[config.mk]
export PLATFORM = sky130hd
export DESIGN_NAME = pio_top
export DESIGN_NICKNAME = d
export VERILOG_FILES = /design/src/core/pio_pkg.sv /design/src/core/pio_top.sv
export SDC_FILE = /design/constraint.sdc
export NUM_CORES = 1
export LEC_CHECK = 0
export BUFFER_PORTS_ARGS = -buffer_cell sky130_fd_sc_hd__buf_2
export CORE_MARGIN = 1
export CORE_UTILIZATION = 45
export DETAILED_ROUTE_END_ITERATION = 8
export HOLD_SLACK_MARGIN = 0.05
export PLACE_DENSITY = 0.76
export SLEW_MARGIN = 40
export SYNTH_ARGS = -nofsm -noshare
export SYNTH_HDL_FRONTEND = slang
export SYNTH_SLANG_ARGS = --single-unit
[constraint.sdc]
create_clock -name i_ref_clk -period 1.5 [get_ports i_ref_clk]
set_input_delay 0.3 -clock i_ref_clk [delete_from_list [all_inputs] [get_ports i_ref_clk]]
set_output_delay 0.3 -clock i_ref_clk [all_outputs]
set_load 0.01 [all_outputs]
[src/core/pio_pkg.sv]
// constants and types for the port 4/5/6 i/o block
// assumes an apb master on the cpu clock and pins sampled synchronously
// Overview of operation
// (RQ1) a port 4 line is a high-impedance input with direction 0 and drives its latch with direction 1.
// (RQ2) a port 4 line with its open-drain bit set drives open-drain unless it is a segment address line.
// (RQ3) only bits 6 and 7 of the port 4 open-drain register exist and all other bits read zero.
// (RQ4) port 4 takes up the segment address function by itself after reset when address lines are selected.
// (RQ5) selection 01 gives no address lines, 11 gives a16-a17, 00 gives a16-a19 and 10 gives a16-a23.
// (RQ6) the selection is taken from port 0 at reset and stays readable in a read-only field.
// (RQ7) port 4 lines 4 to 7 carry can b receive, can a receive, can a transmit and can b transmit.
// (RQ8) port 5 is a 16-bit input-only port and writes to its data register are dropped.
// (RQ9) reading the port 5 data register returns the present pin levels.
// (RQ10) port 5 lines 10 to 15 feed the timer 6/5 up-down, timer 6/5 count and timer 4/2 up-down inputs.
// (RQ11) each port 5 line has a digital-input disable bit, 0 enabling and 1 disabling the path.
// (RQ12) a port 6 line is a high-impedance input with direction 0 and drives its latch with direction 1.
// (RQ13) each port 6 line picks push-pull or open-drain output through its own open-drain bit.
// (RQ14) a port 4 segment address line drives the address whatever its latch and direction bits say.
// (RQ15) a port 5 line with its digital input disabled presents a constant zero instead of the pin.
package pio_pkg;

  // register indices; byte address is four times the index
  localparam logic [15:0] IDX_P5_DATA   = 16'hffa2;
  localparam logic [15:0] IDX_P5_DIS    = 16'hffa4;
  localparam logic [15:0] IDX_P4_LATCH  = 16'hffc8;
  localparam logic [15:0] IDX_P4_DIR    = 16'hffca;
  localparam logic [15:0] IDX_P6_LATCH  = 16'hffcc;
  localparam logic [15:0] IDX_P6_DIR    = 16'hffce;
  localparam logic [15:0] IDX_P4_OD     = 16'hf1ca;
  localparam logic [15:0] IDX_P6_OD     = 16'hf1ce;
  localparam logic [15:0] IDX_RST_CFG   = 16'hf100;

  localparam int unsigned APB_AW = 18;

  // reset values
  localparam logic [7:0]  RST_P4_LATCH = 8'h00;
  localparam logic [7:0]  RST_P4_DIR   = 8'h00;
  localparam logic [7:0]  RST_P4_OD    = 8'h00;
  localparam logic [15:0] RST_P5_DIS   = 16'h0000;
  localparam logic [7:0]  RST_P6_LATCH = 8'h00;
  localparam logic [7:0]  RST_P6_DIR   = 8'h00;
  localparam logic [7:0]  RST_P6_OD    = 8'h00;
  localparam logic [15:0] RST_P5_DATA  = 16'h0000;
  localparam logic        RST_CAN_RX   = 1'b1;

  // implemented bits of the port 4 open-drain register
  localparam logic [7:0]  P4_OD_MASK   = 8'hc0;

  // segment line selection codes and their place in port 0 / config reg
  localparam logic [1:0]  SEG_NONE     = 2'b01;
  localparam logic [1:0]  SEG_A17      = 2'b11;
  localparam logic [1:0]  SEG_A19      = 2'b00;
  localparam logic [1:0]  SEG_A23      = 2'b10;
  localparam int unsigned SEG_SEL_LSB  = 11;
  localparam int unsigned CFG_SEL_LSB  = 11;

  // port 4 can line positions
  localparam int unsigned P4_CANB_RX = 4;
  localparam int unsigned P4_CANA_RX = 5;
  localparam int unsigned P4_CANA_TX = 6;
  localparam int unsigned P4_CANB_TX = 7;

  // level shown by a disabled port 5 input
  localparam logic        P5_DIS_LEVEL = 1'b0;

  // drive of an 8-bit port: pin value and output enable
  typedef struct packed {
    logic [7:0] out;
    logic [7:0] oe;
  } pio_drv_s;

  // timer control inputs fed from port 5
  typedef struct packed {
    logic t6_updown;
    logic t5_updown;
    logic t6_count;
    logic t5_count;
    logic t4_updown;
    logic t2_updown;
  } pio_tmr_s;

endpackage

[src/core/pio_top.sv]
// port 4, 5 and 6 general purpose i/o with apb register access
// assumes pins and peripheral inputs are synchronous to i_ref_clk
`timescale 1ns/10ps
module pio_top
  import pio_pkg::*;
(
  // clock and reset
  input  wire logic              i_ref_clk,
  input  wire logic              i_reset_n,
  // apb slave
  input  wire logic              i_psel,
  input  wire logic              i_penable,
  input  wire logic              i_pwrite,
  input  wire logic [APB_AW-1:0] i_paddr,
  input  wire logic [31:0]       i_pwdata,
  input  wire logic [3:0]        i_pstrb,
  output logic                   o_pready,
  output logic [31:0]            o_prdata,
  output logic                   o_pslverr,
  // reset configuration from port 0
  input  wire logic [15:0]       i_multiplexed_bus_port_zero,
  // port 4 pins and alternate sources
  input  wire logic [7:0]        i_port4_pin,
  output pio_drv_s               o_port4,
  input  wire logic [7:0]        i_seg_addr,
  input  wire logic              i_can_a_tx_en,
  input  wire logic              i_can_b_tx_en,
  input  wire logic              i_can_a_transmit,
  input  wire logic              i_can_b_transmit,
  output logic                   o_can_a_receive,
  output logic                   o_can_b_receive,
  // port 5 pins and timer inputs
  input  wire logic [15:0]       i_port5_pin,
  output pio_tmr_s               o_timer_ctl,
  // port 6 pins
  input  wire logic [7:0]        i_port6_pin,
  output pio_drv_s               o_port6
);

  // byte-lane merge for the 16-bit port 5 disable register
  function automatic logic [15:0] merge16(input logic [15:0] old,
                                          input logic [31:0] wd,
                                          input logic [3:0]  strb);
    logic [15:0] r;
    r = old;
    if (strb[0]) begin
      r[7:0] = wd[7:0];
    end
    if (strb[1]) begin
      r[15:8] = wd[15:8];
    end
    return r;
  endfunction

  // lane 0 merge for the 8-bit registers; upper lanes have no bits here
  function automatic logic [7:0] merge8(input logic [7:0]  old,
                                        input logic [31:0] wd,
                                        input logic [3:0]  strb);
    logic [7:0] r;
    r = old;
    if (strb[0]) begin
      r = wd[7:0];
    end
    return r;
  endfunction

  // one open-drain or push-pull line: returns {oe, out}
  function automatic logic [1:0] drive(input logic val,
                                       input logic en,
                                       input logic od);
    logic [1:0] r;
    r = 2'b00;
    if (en && od) begin
      r = {~val, 1'b0};
    end else if (en) begin
      r = {1'b1, val};
    end
    return r;
  endfunction

  // mask of segment address lines for a selection code
  function automatic logic [7:0] seg_mask(input logic [1:0] sel);
    logic [7:0] m;
    m = 8'h00;
    case (sel)
      SEG_NONE: m = 8'h00;
      SEG_A17:  m = 8'h03;
      SEG_A19:  m = 8'h0f;
      SEG_A23:  m = 8'hff;
      default:  m = 8'h00;
    endcase
    return m;
  endfunction

  // register state
  logic [7:0]  p4_latch_r;
  logic [7:0]  p4_dir_r;
  logic [7:0]  p4_od_r;
  logic [15:0] p5_dis_r;
  logic [15:0] p5_data_r;
  logic [7:0]  p6_latch_r;
  logic [7:0]  p6_dir_r;
  logic [7:0]  p6_od_r;
  logic [1:0]  seg_sel_r;
  logic        cfg_taken_r;
  logic        pready_r;
  logic        pslverr_r;
  logic [31:0] prdata_r;
  pio_drv_s    port4_r;
  pio_drv_s    port6_r;
  pio_drv_s    port4_nxt;
  pio_drv_s    port6_nxt;
  pio_tmr_s    tmr_r;
  logic        cana_rx_r;
  logic        canb_rx_r;

  // bus decode
  logic [15:0] idx;
  logic        setup;
  logic        wr_go;
  logic        hit;
  logic [31:0] rd_nxt;

  assign idx   = i_paddr[APB_AW-1:2];
  assign setup = i_psel && !i_penable;
  assign wr_go = i_psel && i_penable && i_pwrite && pready_r;

  // lines owned by the latched selection, shared by drive and can taps
  logic [7:0]  seg_lines;
  assign seg_lines = seg_mask(seg_sel_r);

  // read mux; unmapped index gives zero data and an error
  always_comb begin
    hit    = 1'b1;
    rd_nxt = 32'h0000_0000;
    case (idx)
      IDX_P4_LATCH: rd_nxt[7:0]  = p4_latch_r;
      IDX_P4_DIR:   rd_nxt[7:0]  = p4_dir_r;
      // (RQ3) unbuilt bits read zero
      IDX_P4_OD:    rd_nxt[7:0]  = p4_od_r & P4_OD_MASK;
      // (RQ9) live pin levels
      IDX_P5_DATA:  rd_nxt[15:0] = p5_data_r;
      IDX_P5_DIS:   rd_nxt[15:0] = p5_dis_r;
      IDX_P6_LATCH: rd_nxt[7:0]  = p6_latch_r;
      IDX_P6_DIR:   rd_nxt[7:0]  = p6_dir_r;
      IDX_P6_OD:    rd_nxt[7:0]  = p6_od_r;
      // (RQ6) read-only selection field
      IDX_RST_CFG:  rd_nxt[CFG_SEL_LSB +: 2] = seg_sel_r;
      default:      hit = 1'b0;
    endcase
  end

  // zero-wait answer: data is fetched in setup, shown in access
  always_ff @(posedge i_ref_clk or negedge i_reset_n) begin
    if (!i_reset_n) begin
      pready_r  <= 1'b0;
      pslverr_r <= 1'b0;
      prdata_r  <= 32'h0000_0000;
    end else begin
      pready_r  <= setup;
      pslverr_r <= setup && !hit;
      prdata_r  <= (setup && !i_pwrite) ? rd_nxt : 32'h0000_0000;
    end
  end

  // port 4 registers
  always_ff @(posedge i_ref_clk or negedge i_reset_n) begin
    if (!i_reset_n) begin
      p4_latch_r <= RST_P4_LATCH;
      p4_dir_r   <= RST_P4_DIR;
      p4_od_r    <= RST_P4_OD;
    end else if (wr_go) begin
      if (idx == IDX_P4_LATCH) begin
        p4_latch_r <= merge8(p4_latch_r, i_pwdata, i_pstrb);
      end
      if (idx == IDX_P4_DIR) begin
        p4_dir_r <= merge8(p4_dir_r, i_pwdata, i_pstrb);
      end
      // (RQ3) only bits 6 and 7 kept
      if (idx == IDX_P4_OD) begin
        p4_od_r <= merge8(p4_od_r, i_pwdata, i_pstrb) & P4_OD_MASK;
      end
    end
  end

  // port 5 disable register; the data index has no write path
  // (RQ8) data writes dropped
  always_ff @(posedge i_ref_clk or negedge i_reset_n) begin
    if (!i_reset_n) begin
      p5_dis_r <= RST_P5_DIS;
    end else if (wr_go && idx == IDX_P5_DIS) begin
      p5_dis_r <= merge16(p5_dis_r, i_pwdata, i_pstrb);
    end
  end

  // port 6 registers
  always_ff @(posedge i_ref_clk or negedge i_reset_n) begin
    if (!i_reset_n) begin
      p6_latch_r <= RST_P6_LATCH;
      p6_dir_r   <= RST_P6_DIR;
      p6_od_r    <= RST_P6_OD;
    end else if (wr_go) begin
      if (idx == IDX_P6_LATCH) begin
        p6_latch_r <= merge8(p6_latch_r, i_pwdata, i_pstrb);
      end
      if (idx == IDX_P6_DIR) begin
        p6_dir_r <= merge8(p6_dir_r, i_pwdata, i_pstrb);
      end
      if (idx == IDX_P6_OD) begin
        p6_od_r <= merge8(p6_od_r, i_pwdata, i_pstrb);
      end
    end
  end

  // strap capture on the first edge after release; async reset
  // may only load constants, so port 0 is read here instead
  // (RQ6) latch port 0 once
  always_ff @(posedge i_ref_clk or negedge i_reset_n) begin
    if (!i_reset_n) begin
      cfg_taken_r <= 1'b0;
      seg_sel_r   <= SEG_NONE;
    end else if (!cfg_taken_r) begin
      cfg_taken_r <= 1'b1;
      seg_sel_r   <= i_multiplexed_bus_port_zero[SEG_SEL_LSB +: 2];
    end
  end

  // port 4 pin drive
  always_comb begin
    logic [7:0] seg;
    logic [7:0] val;
    logic [7:0] en;
    logic [7:0] od;
    logic [1:0] d;
    seg = 8'h00;
    val = 8'h00;
    en  = 8'h00;
    od  = 8'h00;
    d   = 2'b00;
    port4_nxt = '0;
    // (RQ5) lines taken by the selection
    seg = seg_lines;
    // (RQ1) latch and direction
    val = p4_latch_r;
    en  = p4_dir_r;
    od  = p4_od_r;
    // (RQ7) can transmit on lines 6 and 7
    if (i_can_a_tx_en) begin
      val[P4_CANA_TX] = i_can_a_transmit;
      en[P4_CANA_TX]  = 1'b1;
    end
    if (i_can_b_tx_en) begin
      val[P4_CANB_TX] = i_can_b_transmit;
      en[P4_CANB_TX]  = 1'b1;
    end
    // (RQ4) segment function without setup
    // (RQ14) address overrides latch and direction
    val = (val & ~seg) | (i_seg_addr & seg);
    en  = en | seg;
    // (RQ2) open-drain except on address lines
    od  = od & ~seg;
    for (int i = 0; i < 8; i++) begin
      d = drive(val[i], en[i], od[i]);
      port4_nxt.oe[i]  = d[1];
      port4_nxt.out[i] = d[0];
    end
  end

  // port 6 pin drive
  always_comb begin
    logic [1:0] d;
    d = 2'b00;
    port6_nxt = '0;
    // (RQ12) latch and direction
    // (RQ13) per-line open-drain choice
    for (int i = 0; i < 8; i++) begin
      d = drive(p6_latch_r[i], p6_dir_r[i], p6_od_r[i]);
      port6_nxt.oe[i]  = d[1];
      port6_nxt.out[i] = d[0];
    end
  end

  // registered pin drivers
  always_ff @(posedge i_ref_clk or negedge i_reset_n) begin
    if (!i_reset_n) begin
      port4_r <= '0;
      port6_r <= '0;
    end else begin
      port4_r <= port4_nxt;
      port6_r <= port6_nxt;
    end
  end

  // can receive taps; an address line hides the pin from can
  // (RQ7) receive on lines 4 and 5
  always_ff @(posedge i_ref_clk or negedge i_reset_n) begin
    if (!i_reset_n) begin
      cana_rx_r <= RST_CAN_RX;
      canb_rx_r <= RST_CAN_RX;
    end else begin
      cana_rx_r <= seg_lines[P4_CANA_RX] ? 1'b1 : i_port4_pin[P4_CANA_RX];
      canb_rx_r <= seg_lines[P4_CANB_RX] ? 1'b1 : i_port4_pin[P4_CANB_RX];
    end
  end

  // port 5 digital path; disabling saves leakage, so the
  // reading is a fixed level rather than the floating pin
  // (RQ11) per-line disable
  // (RQ15) constant level when disabled
  always_ff @(posedge i_ref_clk or negedge i_reset_n) begin
    if (!i_reset_n) begin
      p5_data_r <= RST_P5_DATA;
    end else begin
      for (int i = 0; i < 16; i++) begin
        p5_data_r[i] <= p5_dis_r[i] ? P5_DIS_LEVEL : i_port5_pin[i];
      end
    end
  end

  // timer inputs follow the filtered port 5 lines
  // (RQ10) lines 10 to 15
  always_ff @(posedge i_ref_clk or negedge i_reset_n) begin
    if (!i_reset_n) begin
      tmr_r <= '0;
    end else begin
      tmr_r.t6_updown <= p5_dis_r[10] ? P5_DIS_LEVEL : i_port5_pin[10];
      tmr_r.t5_updown <= p5_dis_r[11] ? P5_DIS_LEVEL : i_port5_pin[11];
      tmr_r.t6_count  <= p5_dis_r[12] ? P5_DIS_LEVEL : i_port5_pin[12];
      tmr_r.t5_count  <= p5_dis_r[13] ? P5_DIS_LEVEL : i_port5_pin[13];
      tmr_r.t4_updown <= p5_dis_r[14] ? P5_DIS_LEVEL : i_port5_pin[14];
      tmr_r.t2_updown <= p5_dis_r[15] ? P5_DIS_LEVEL : i_port5_pin[15];
    end
  end

  // outputs straight from flops
  assign o_pready        = pready_r;
  assign o_prdata        = prdata_r;
  assign o_pslverr       = pslverr_r;
  assign o_port4         = port4_r;
  assign o_port6         = port6_r;
  assign o_timer_ctl     = tmr_r;
  assign o_can_a_receive = cana_rx_r;
  assign o_can_b_receive = canb_rx_r;

  // port 6 pins are not read back; kept for the alternate functions
  logic unused_p6;
  assign unused_p6 = ^i_port6_pin;

endmodule
After elaboration in Yosys (flattened, before gate mapping)

Index checks and enable logic that the tools add are counted.

Register bits: 135
Logic and storage cells: 157

Equality and inequality tests: 12
Multiplexer cells: 61
Bitwise logic cells: 22
Reduce and logical (&&, ||, !) cells: 36

Operator list:

| operator             | count |
|---|---|
| $eq 16x16->1 const B | 9 |
| $mux 2               | 32 |
| $pmux 8 s8           | 1 |
| $pmux 8 s4           | 1 |
| $and 8x8->8          | 3 |
| $logic_and 1x1->1    | 23 |
| $mux 1               | 23 |
| $reduce_and 3->1     | 6 |
| $mux 16              | 1 |
| $not 1->1            | 16 |
| $or 8x8->8           | 2 |
| $pmux 3 s2           | 2 |
| $reduce_or 9->1      | 1 |
| $not 8->8            | 1 |
| $pmux 2 s3           | 1 |
| $eq 2x2->1 const B   | 2 |
| $reduce_and 2->1     | 2 |
| $logic_not 1->1      | 3 |
| $eq 2x1->1 const B   | 1 |
| $logic_not 2->1      | 1 |

Longest topological paths before layout

Gate-level depths: netlist of the first run.

Depth in word-level cells: 7
Depth in mapped cells: 7

Worst setup path after synthesis of the first run

OpenSTA, ideal clock, no wires.

Kind: in2reg
Start point: in i_paddr[3]
End point: reg p4_latch_r[0]
Setup time: 125 ps
Arrival time: 1638 ps
Required time: 1375 ps
Setup slack: -263 ps
Stages on the path: 5
Path buffers: 1
Cells stage by stage: buf_6 -> nor4_4 -> nand3_1 -> nor3_4 -> mux2_2

Word-level cells in the longest chain between the ends: 2

RTL lines:

| item                       | line           | source |
|---|---|---|
| start: declaration         | pio_top.sv:14  | `input wire logic [APB_AW-1:0] i_paddr,` |
| $eq 16x16->1               | pio_top.sv:173 | `if (idx == IDX_P4_LATCH) begin` |
| $reduce_and 3->1 (no line) | --             |  |
| end signal: assignment     | pio_top.sv:174 | `p4_latch_r <= merge8(p4_latch_r, i_pwdata, i_pstrb);` |
| end: declaration           | pio_top.sv:96  | `logic [7:0] p4_latch_r;` |

No other way between the ends.
A chain may end at the register's enable or synchronous reset.

Final worst setup path of the first run

Start point: reg pready_r, in the netlist o_pready
End point: reg p4_dir_r[3]

Word-level cells in the longest chain between the ends: 2

RTL lines:

| item                       | line           | source |
|---|---|---|
| start: declaration         | pio_top.sv:106 | `logic pready_r;` |
| start signal: assignment   | pio_top.sv:160 | `pready_r <= setup;` |
| $logic_and 1x1->1          | pio_top.sv:126 | `assign wr_go = i_psel && i_penable && i_pwrite && pready_r;` |
| $reduce_and 3->1 (no line) | --             |  |
| end signal: assignment     | pio_top.sv:177 | `p4_dir_r <= merge8(p4_dir_r, i_pwdata, i_pstrb);` |
| end: declaration           | pio_top.sv:97  | `logic [7:0] p4_dir_r;` |

No other way between the ends.

==> metrics.txt, run 1 <==
status=complete, no violations; Syn Std Cell Area=approximately 0.0055 mm²; non-filler cells, final=770; Post-Route WL=around 14000 µm; num ports=193; crit path capture type=register; EDFF count, synth=0; Rows=40; number of max-cap violations=0; Num Clock Sinks=129; die width=113.0 µm; # DRC=0; crit-path max cell delay=0.37 ns; final antenna-violating net count=0; Fin. Hold Viols=0; pwr/cell area=1103 mW/mm²; largest net degree at the start of global routing=36; Port-buffer cells=128; Hold Path Class=in2reg; library cells used by synthesis=44; Top FF cell, synth=dfrtp_1; clk buf depth=2; P&R area growth vs syn=33.55%; CP Data Required Time=1.79 ns; crit-path cells=and4_4, and2_4, nand3_4, mux2_4; layout cells sized above 1=49.76%; crit path time final=approximately 1.5 ns; vias per std cell=5.384; total CTS buffers=17; Synth async-reset ratio=between 90% and 100%; All-Layer GR Usage=23.07%; global-route wire length before repair=22080 µm; final setup margin=0.009255 ns; leak pwr=3.720 nW; commonest non-fill, non-tap cell in the layout=buf_2; setup TNS=0 ns; Die ar.=0.01276 mm²; clock root buffer=clkbuf_16; dpl cell area=0.006724 mm²; Core ar.=0.01201 mm²; RSZ-0062 raised after global routing=true; Initial Utilization=between 40% and 50%; Max Clock Freq=0.6708 GHz; Util after Layout=61.61%; DRT Pass-1 Iters=6; sequential share of the synthesized area=58.32%; ANT cells=0; crit path DAT=between 1.5 and 2 ns; multi-input logic area=0.002285 mm²; critical path type=reg2reg; grt total ovfl=0; Vert. Die Dim=113.0 µm; H-tree depth=4; wire length per cell=17.90 µm; CTS tree=done; placed cells=737; number of global-route vias before repair=4331; Seq cells post-synth=129; Final period util=between 90% and 100%; Worst-path clk slew=0.06 ns; fill count=959; Nets=730; startpoint types=register; FF/Latch Area=0.003232 mm²; initial drt markers=298; skew final=between 0.008 and 0.009 ns; Peak VDD IR=0.9281 mV; Final GP Congestion=0.8826; initial antenna violation count=0; Post-Syn Area per Cell=roughly 13 µm²; yosys warns=0; dpl hpwl=9684 µm; Final Max Slew Viols=0; slowest CP cell=dfrtp_1; Final Setup Violations=0; clock latency reported for the late side of the worst-skew pair=0.41 ns; total number of vias=4146; most frequent cells in the layout=buf_2 (127), dfrtp_1 (126), mux2_2 (60); pre-CTS setup slack=-0.4273 ns; final instance area=approximately 0.0074 mm²; crit-path max FO=8; Syn Inst Count=435
==> cells by family (layout without fill, tap and decap cells) <==
group	after synthesis	in the layout	synth area share [%]
buf+inv	40	213	4.538
simple gates	130	130	14.52
xor+xnor	1	1	0.1581
compound gates	65	65	8.512
other cells	2	17	0.1355
mux	68	68	13.82
flops	129	129	58.32
==> per-layer routing <==
metal  global-route usage [%]  wire, µm  up-vias
li1                         -         -     1879
met1                    27.04      5505     2066
met2                    39.42      6889      179
met3                    7.766      1086       22
met4                    8.684       298        0
met5                        0         0        -
==> critical path, delay by kind of cell (launching register included) <==
family | cells | cell delay, ns
muxes | 1 | 0.36
DFF | 1 | 0.37
and+or+nand+nor | 3 | 0.65
==> report_power, final <==
part / total (W) / internal [W] / switching (W)
clock network: 0.00404 / 0.00265 / 0.00139
logic: 0.000536 / 0.000221 / 0.000314
registers: 0.00359 / 0.00356 / 0.0000293
total: 0.00816 / 0.00644 / 0.00173
==> cell usage after synthesis, drive strengths merged, types with 5 or more instances <==
cell,n,area share [%]
a21boi,8,1.1
a21oi,11,0.99
a222oi,8,1.4
a22o,8,1.3
a22oi,12,1.6
and3,7,0.79
buf,29,3.8
clkbuf,5,0.34
dfrtp,126,57
inv,6,0.41
mux2,68,14
nand2,27,1.9
nand2b,11,1.2
nand3,14,1.9
nand4,7,0.79
nor2,24,1.8
nor2b,18,2.0
nor3,6,1.2
nor4,8,1.7
o21ai,9,0.81
==> through the flow <==
stage	hold WS [ns]	total power (W)
CTS	0.07710	0.008234
finish	0.08957	0.008164
global placement	0.2444	0.004167
detailed placement	0.2567	0.004186
floorplan	0.004409	0.003875
global route	0.07197	0.008463
==> worst paths after layout <==
kind	cells past startpoint	end	slack, ns	start
max	4	p4_dir_r[3]	0.009	o_pready
min	3	o_port4[8]	0.09	i_seg_addr[0]
max reg2reg	4	p4_dir_r[3]	0.009	o_pready
min reg2reg	1	p5_data_r[1]	0.45	p5_dis_r[1]
max in group asynchronous	3	p6_latch_r[3]	0.56	i_reset_n
min in group asynchronous	2	o_port6[14]	0.39	i_reset_n
==> sequential cells by signal, indices dropped and copies added (netlist names), 2 cells and up <==
register and cells:
o_port4 16, o_port6 16, o_prdata 16, p4_dir_r 8, p4_latch_r 8, p4_od_r 2
p5_data_r 16, p5_dis_r 16, p6_dir_r 8, p6_latch_r 8, p6_od_r 8, seg_sel_r 2
==> repair_timing <==
item	CTS	global route
pin swaps	3	4
setup endpoints to repair	50	49
buffers inserted	1	1
hold buffers	1	0
gates resized for setup	9	11
hold endpoints to repair	20	0
==> final cells by class <==
cell class / instances / area share (%)
clock inverter: 5 / 1.014
clock buffer: 26 / 6.881
tap: 147 / 2.485
timing repair buffer: 176 / 14.78
inverter: 6 / 0.3043
multi-input combinational: 281 / 30.87
sequential: 129 / 43.67
Power figures use the tool's default switching activity.
==> run 2: changes to the inputs <==
--- a/config.mk
+++ b/config.mk
@@ -7,10 +7,10 @@
 export LEC_CHECK = 0
 export BUFFER_PORTS_ARGS = -buffer_cell sky130_fd_sc_hd__buf_2
 export CORE_MARGIN = 1
-export CORE_UTILIZATION = 45
+export CORE_UTILIZATION = 50
 export DETAILED_ROUTE_END_ITERATION = 8
 export HOLD_SLACK_MARGIN = 0.05
-export PLACE_DENSITY = 0.76
+export PLACE_DENSITY = 0.8
 export SLEW_MARGIN = 40
 export SYNTH_ARGS = -nofsm -noshare
 export SYNTH_HDL_FRONTEND = slang
==> constraint.sdc (replaced) <==
create_clock -name i_ref_clk -period 1.6 [get_ports i_ref_clk]
set_input_delay 0.32 -clock i_ref_clk [delete_from_list [all_inputs] [get_ports i_ref_clk]]
set_output_delay 0.32 -clock i_ref_clk [all_outputs]
set_load 0.01 [all_outputs]
==> run 2 against run 1 <==
Effect of this change:
- power shrank 2.4%
- utilization grew 9.0 points
- sequential cell count is the same
- highest routed layer unchanged
- sequential share of layout area shrank 1.5 points
- combinational power grew 2%
- worst setup slack gained 0.041 ns
- wire length grew 7.0%
- critical path depth grew 1
- worst hold slack lost 0.017 ns
- register-to-register slack gained 0.04 ns
==> metrics.txt, run 2 (same netlist as run 1, synthesis figures left out) <==
vias per std cell=5.538; largest net degree at the start of global routing=77; Reg power frac=42.4%; total CTS buffers=17; RSZ-0062 raised after global routing=true; Die ar.=0.01151 mm²; Core ar.=around 0.011 mm²; Final Power=0.007966 W; global-route wire length before repair=23040 µm; Final GP Congestion=0.8327; crit path from=o_pready; Final period util=a little over nine tenths; initial antenna violation count=2; hold slack=0.07283 ns; # DRC=0; Peak VDD IR=0.7173 mV; Fin. Hold Viols=0; reg2reg start=o_pready; pre-CTS setup slack=-0.3865 ns; layout cells sized above 1=45.97%; dpl hpwl=~9500 µm; pwr/cell area=1040 mW/mm²; Max Clock Freq=0.6453 GHz; final instance area=0.007660 mm²; Switching Fraction=approximately a fifth; commonest non-fill, non-tap cell in the layout=buf_2; CTS tree=done; CP Data Required Time=2.00 ns; leak pwr=between 3 and 4 nW; Port-buffer cells=128; status=complete, no violations; DRT Pass-1 Iters=5; Hold Crit Start=i_port5_pin[10]; crit path DAT=approximately 2.0 ns; P&R area growth vs syn=38.23%; Worst-path clk slew=0.06 ns; Rel. slew slack=between 60% and 70%; clock root buffer=clkbuf_8; initial drt markers=around 390; final setup margin=roughly 0.050 ns; final antenna-violating net count=0; All-Layer GR Usage=27.19%; fill count=about 730; critical path type=reg2reg; crit path capture type=register; number of max-cap violations=0; dpl cell area=0.006629 mm²; wire length per cell=approximately 18 µm; sw power=0.001697 W; worst slew pin tran=0.5133 ns; Hold Path Class=in2reg; total number of vias=around 4400; grt total ovfl=0; number of global-route vias before repair=4539; die width=107.3 µm; Final Setup Violations=0; Int Power=0.006269 W; skew final=0.006703 ns; crit-path max FO=8; Comb pwr share=6.9%; Nets=764; clock latency reported for the late side of the worst-skew pair=a little over 0.5 ns; crit path time final=between 1.5 and 2 ns; H-tree depth=4; Rows=38; clock network power share=50.8%; Post-Route WL=14740 µm; Final Max Slew Viols=0; Initial Utilization=51.12%; most frequent cells in the layout=buf_2 (127), dfrtp_1 (126), mux2_2 (66); num ports=193; Num Clock Sinks=129; clk buf depth=2; Vert. Die Dim=between 100 and 150 µm; startpoint types=register
run 2: changes by cell type in the layout (fill, tap and decap cells not counted), sizes merged:
cell         change
bufinv           +2
clkbuf           -4
clkinvlp         +2
diode            +2
dlygate4sd3     +34
run 2: timing repair:
item                                   CTS  global route
setup buffers                            0             1
hold buffers                            33             2
gates cloned                             0             0
endpoints found under the hold margin  158             2
setup endpoints to repair               40            50
gates resized for setup                  5             6
pin swaps                                1             3
run 2: per-layer routing:
metal  track usage (%)  vias up  part of all wire (%)
li1                  -     1962                     -
met1             33.28     2200                    39
met2             45.02      217                    51
met3             6.477       46                   6.5
met4             13.70        0                   3.6
met5                 0        -                     0
run 2: final timing paths:
check                      slack [ns]  depth (start not counted)       endpoint
max                              0.05                          5  p4_latch_r[3]
min                              0.07                          2  p5_data_r[10]
max reg2reg                      0.05                          5  p4_latch_r[3]
min reg2reg                      0.45                          1   p5_data_r[2]
max in group asynchronous        0.85                          3   seg_sel_r[0]
min in group asynchronous        0.36                          3      o_pslverr
run 2: worst max-delay path, cell delays in order (launching register included):
cell,delay (ns)
dfrtp_1,0.35
and4_4,0.25
nand2_4,0.08
nor3_4,0.23
buf_12,0.18
mux2_2,0.34
run 2: layout make-up:
| type | instances | area (µm²) | area share (%) |
|---|---|---|---|
| clock inverters | 9 | 153.9 | 2.009 |
| multi-input cells | 281 | 2173 | 28.37 |
| repair buffers | 210 | 1425 | 18.61 |
| flip-flops and latches | 129 | 3232 | 42.19 |
| inverters | 6 | 22.52 | 0.2940 |
| well taps | 140 | 175.2 | 2.287 |
| clock buffers | 22 | 473.0 | 6.174 |
| diodes | 2 | 5.005 | 0.06534 |
run 2: power groups by stage:
stage | combinational (W) | sequential, W | clock, W
floorplan | 0.000180 | 0.00344 | 0
global placement | 0.000449 | 0.00343 | 0
detailed placement | 0.000464 | 0.00343 | 0
CTS | 0.000534 | 0.00338 | 0.00407
global route | 0.000598 | 0.00338 | 0.00424
finish | 0.000546 | 0.00338 | 0.00404
run 2: metrics by stage:
step	setup TNS, ns	instances	util [%]
after floorplan	-1.101	450	-
after global placement	-17.00	730	61.15
after detailed placement	-19.70	730	61.15
after CTS	0	794	70.16
after global routing	-0.08644	799	70.66
final	0	799	70.66
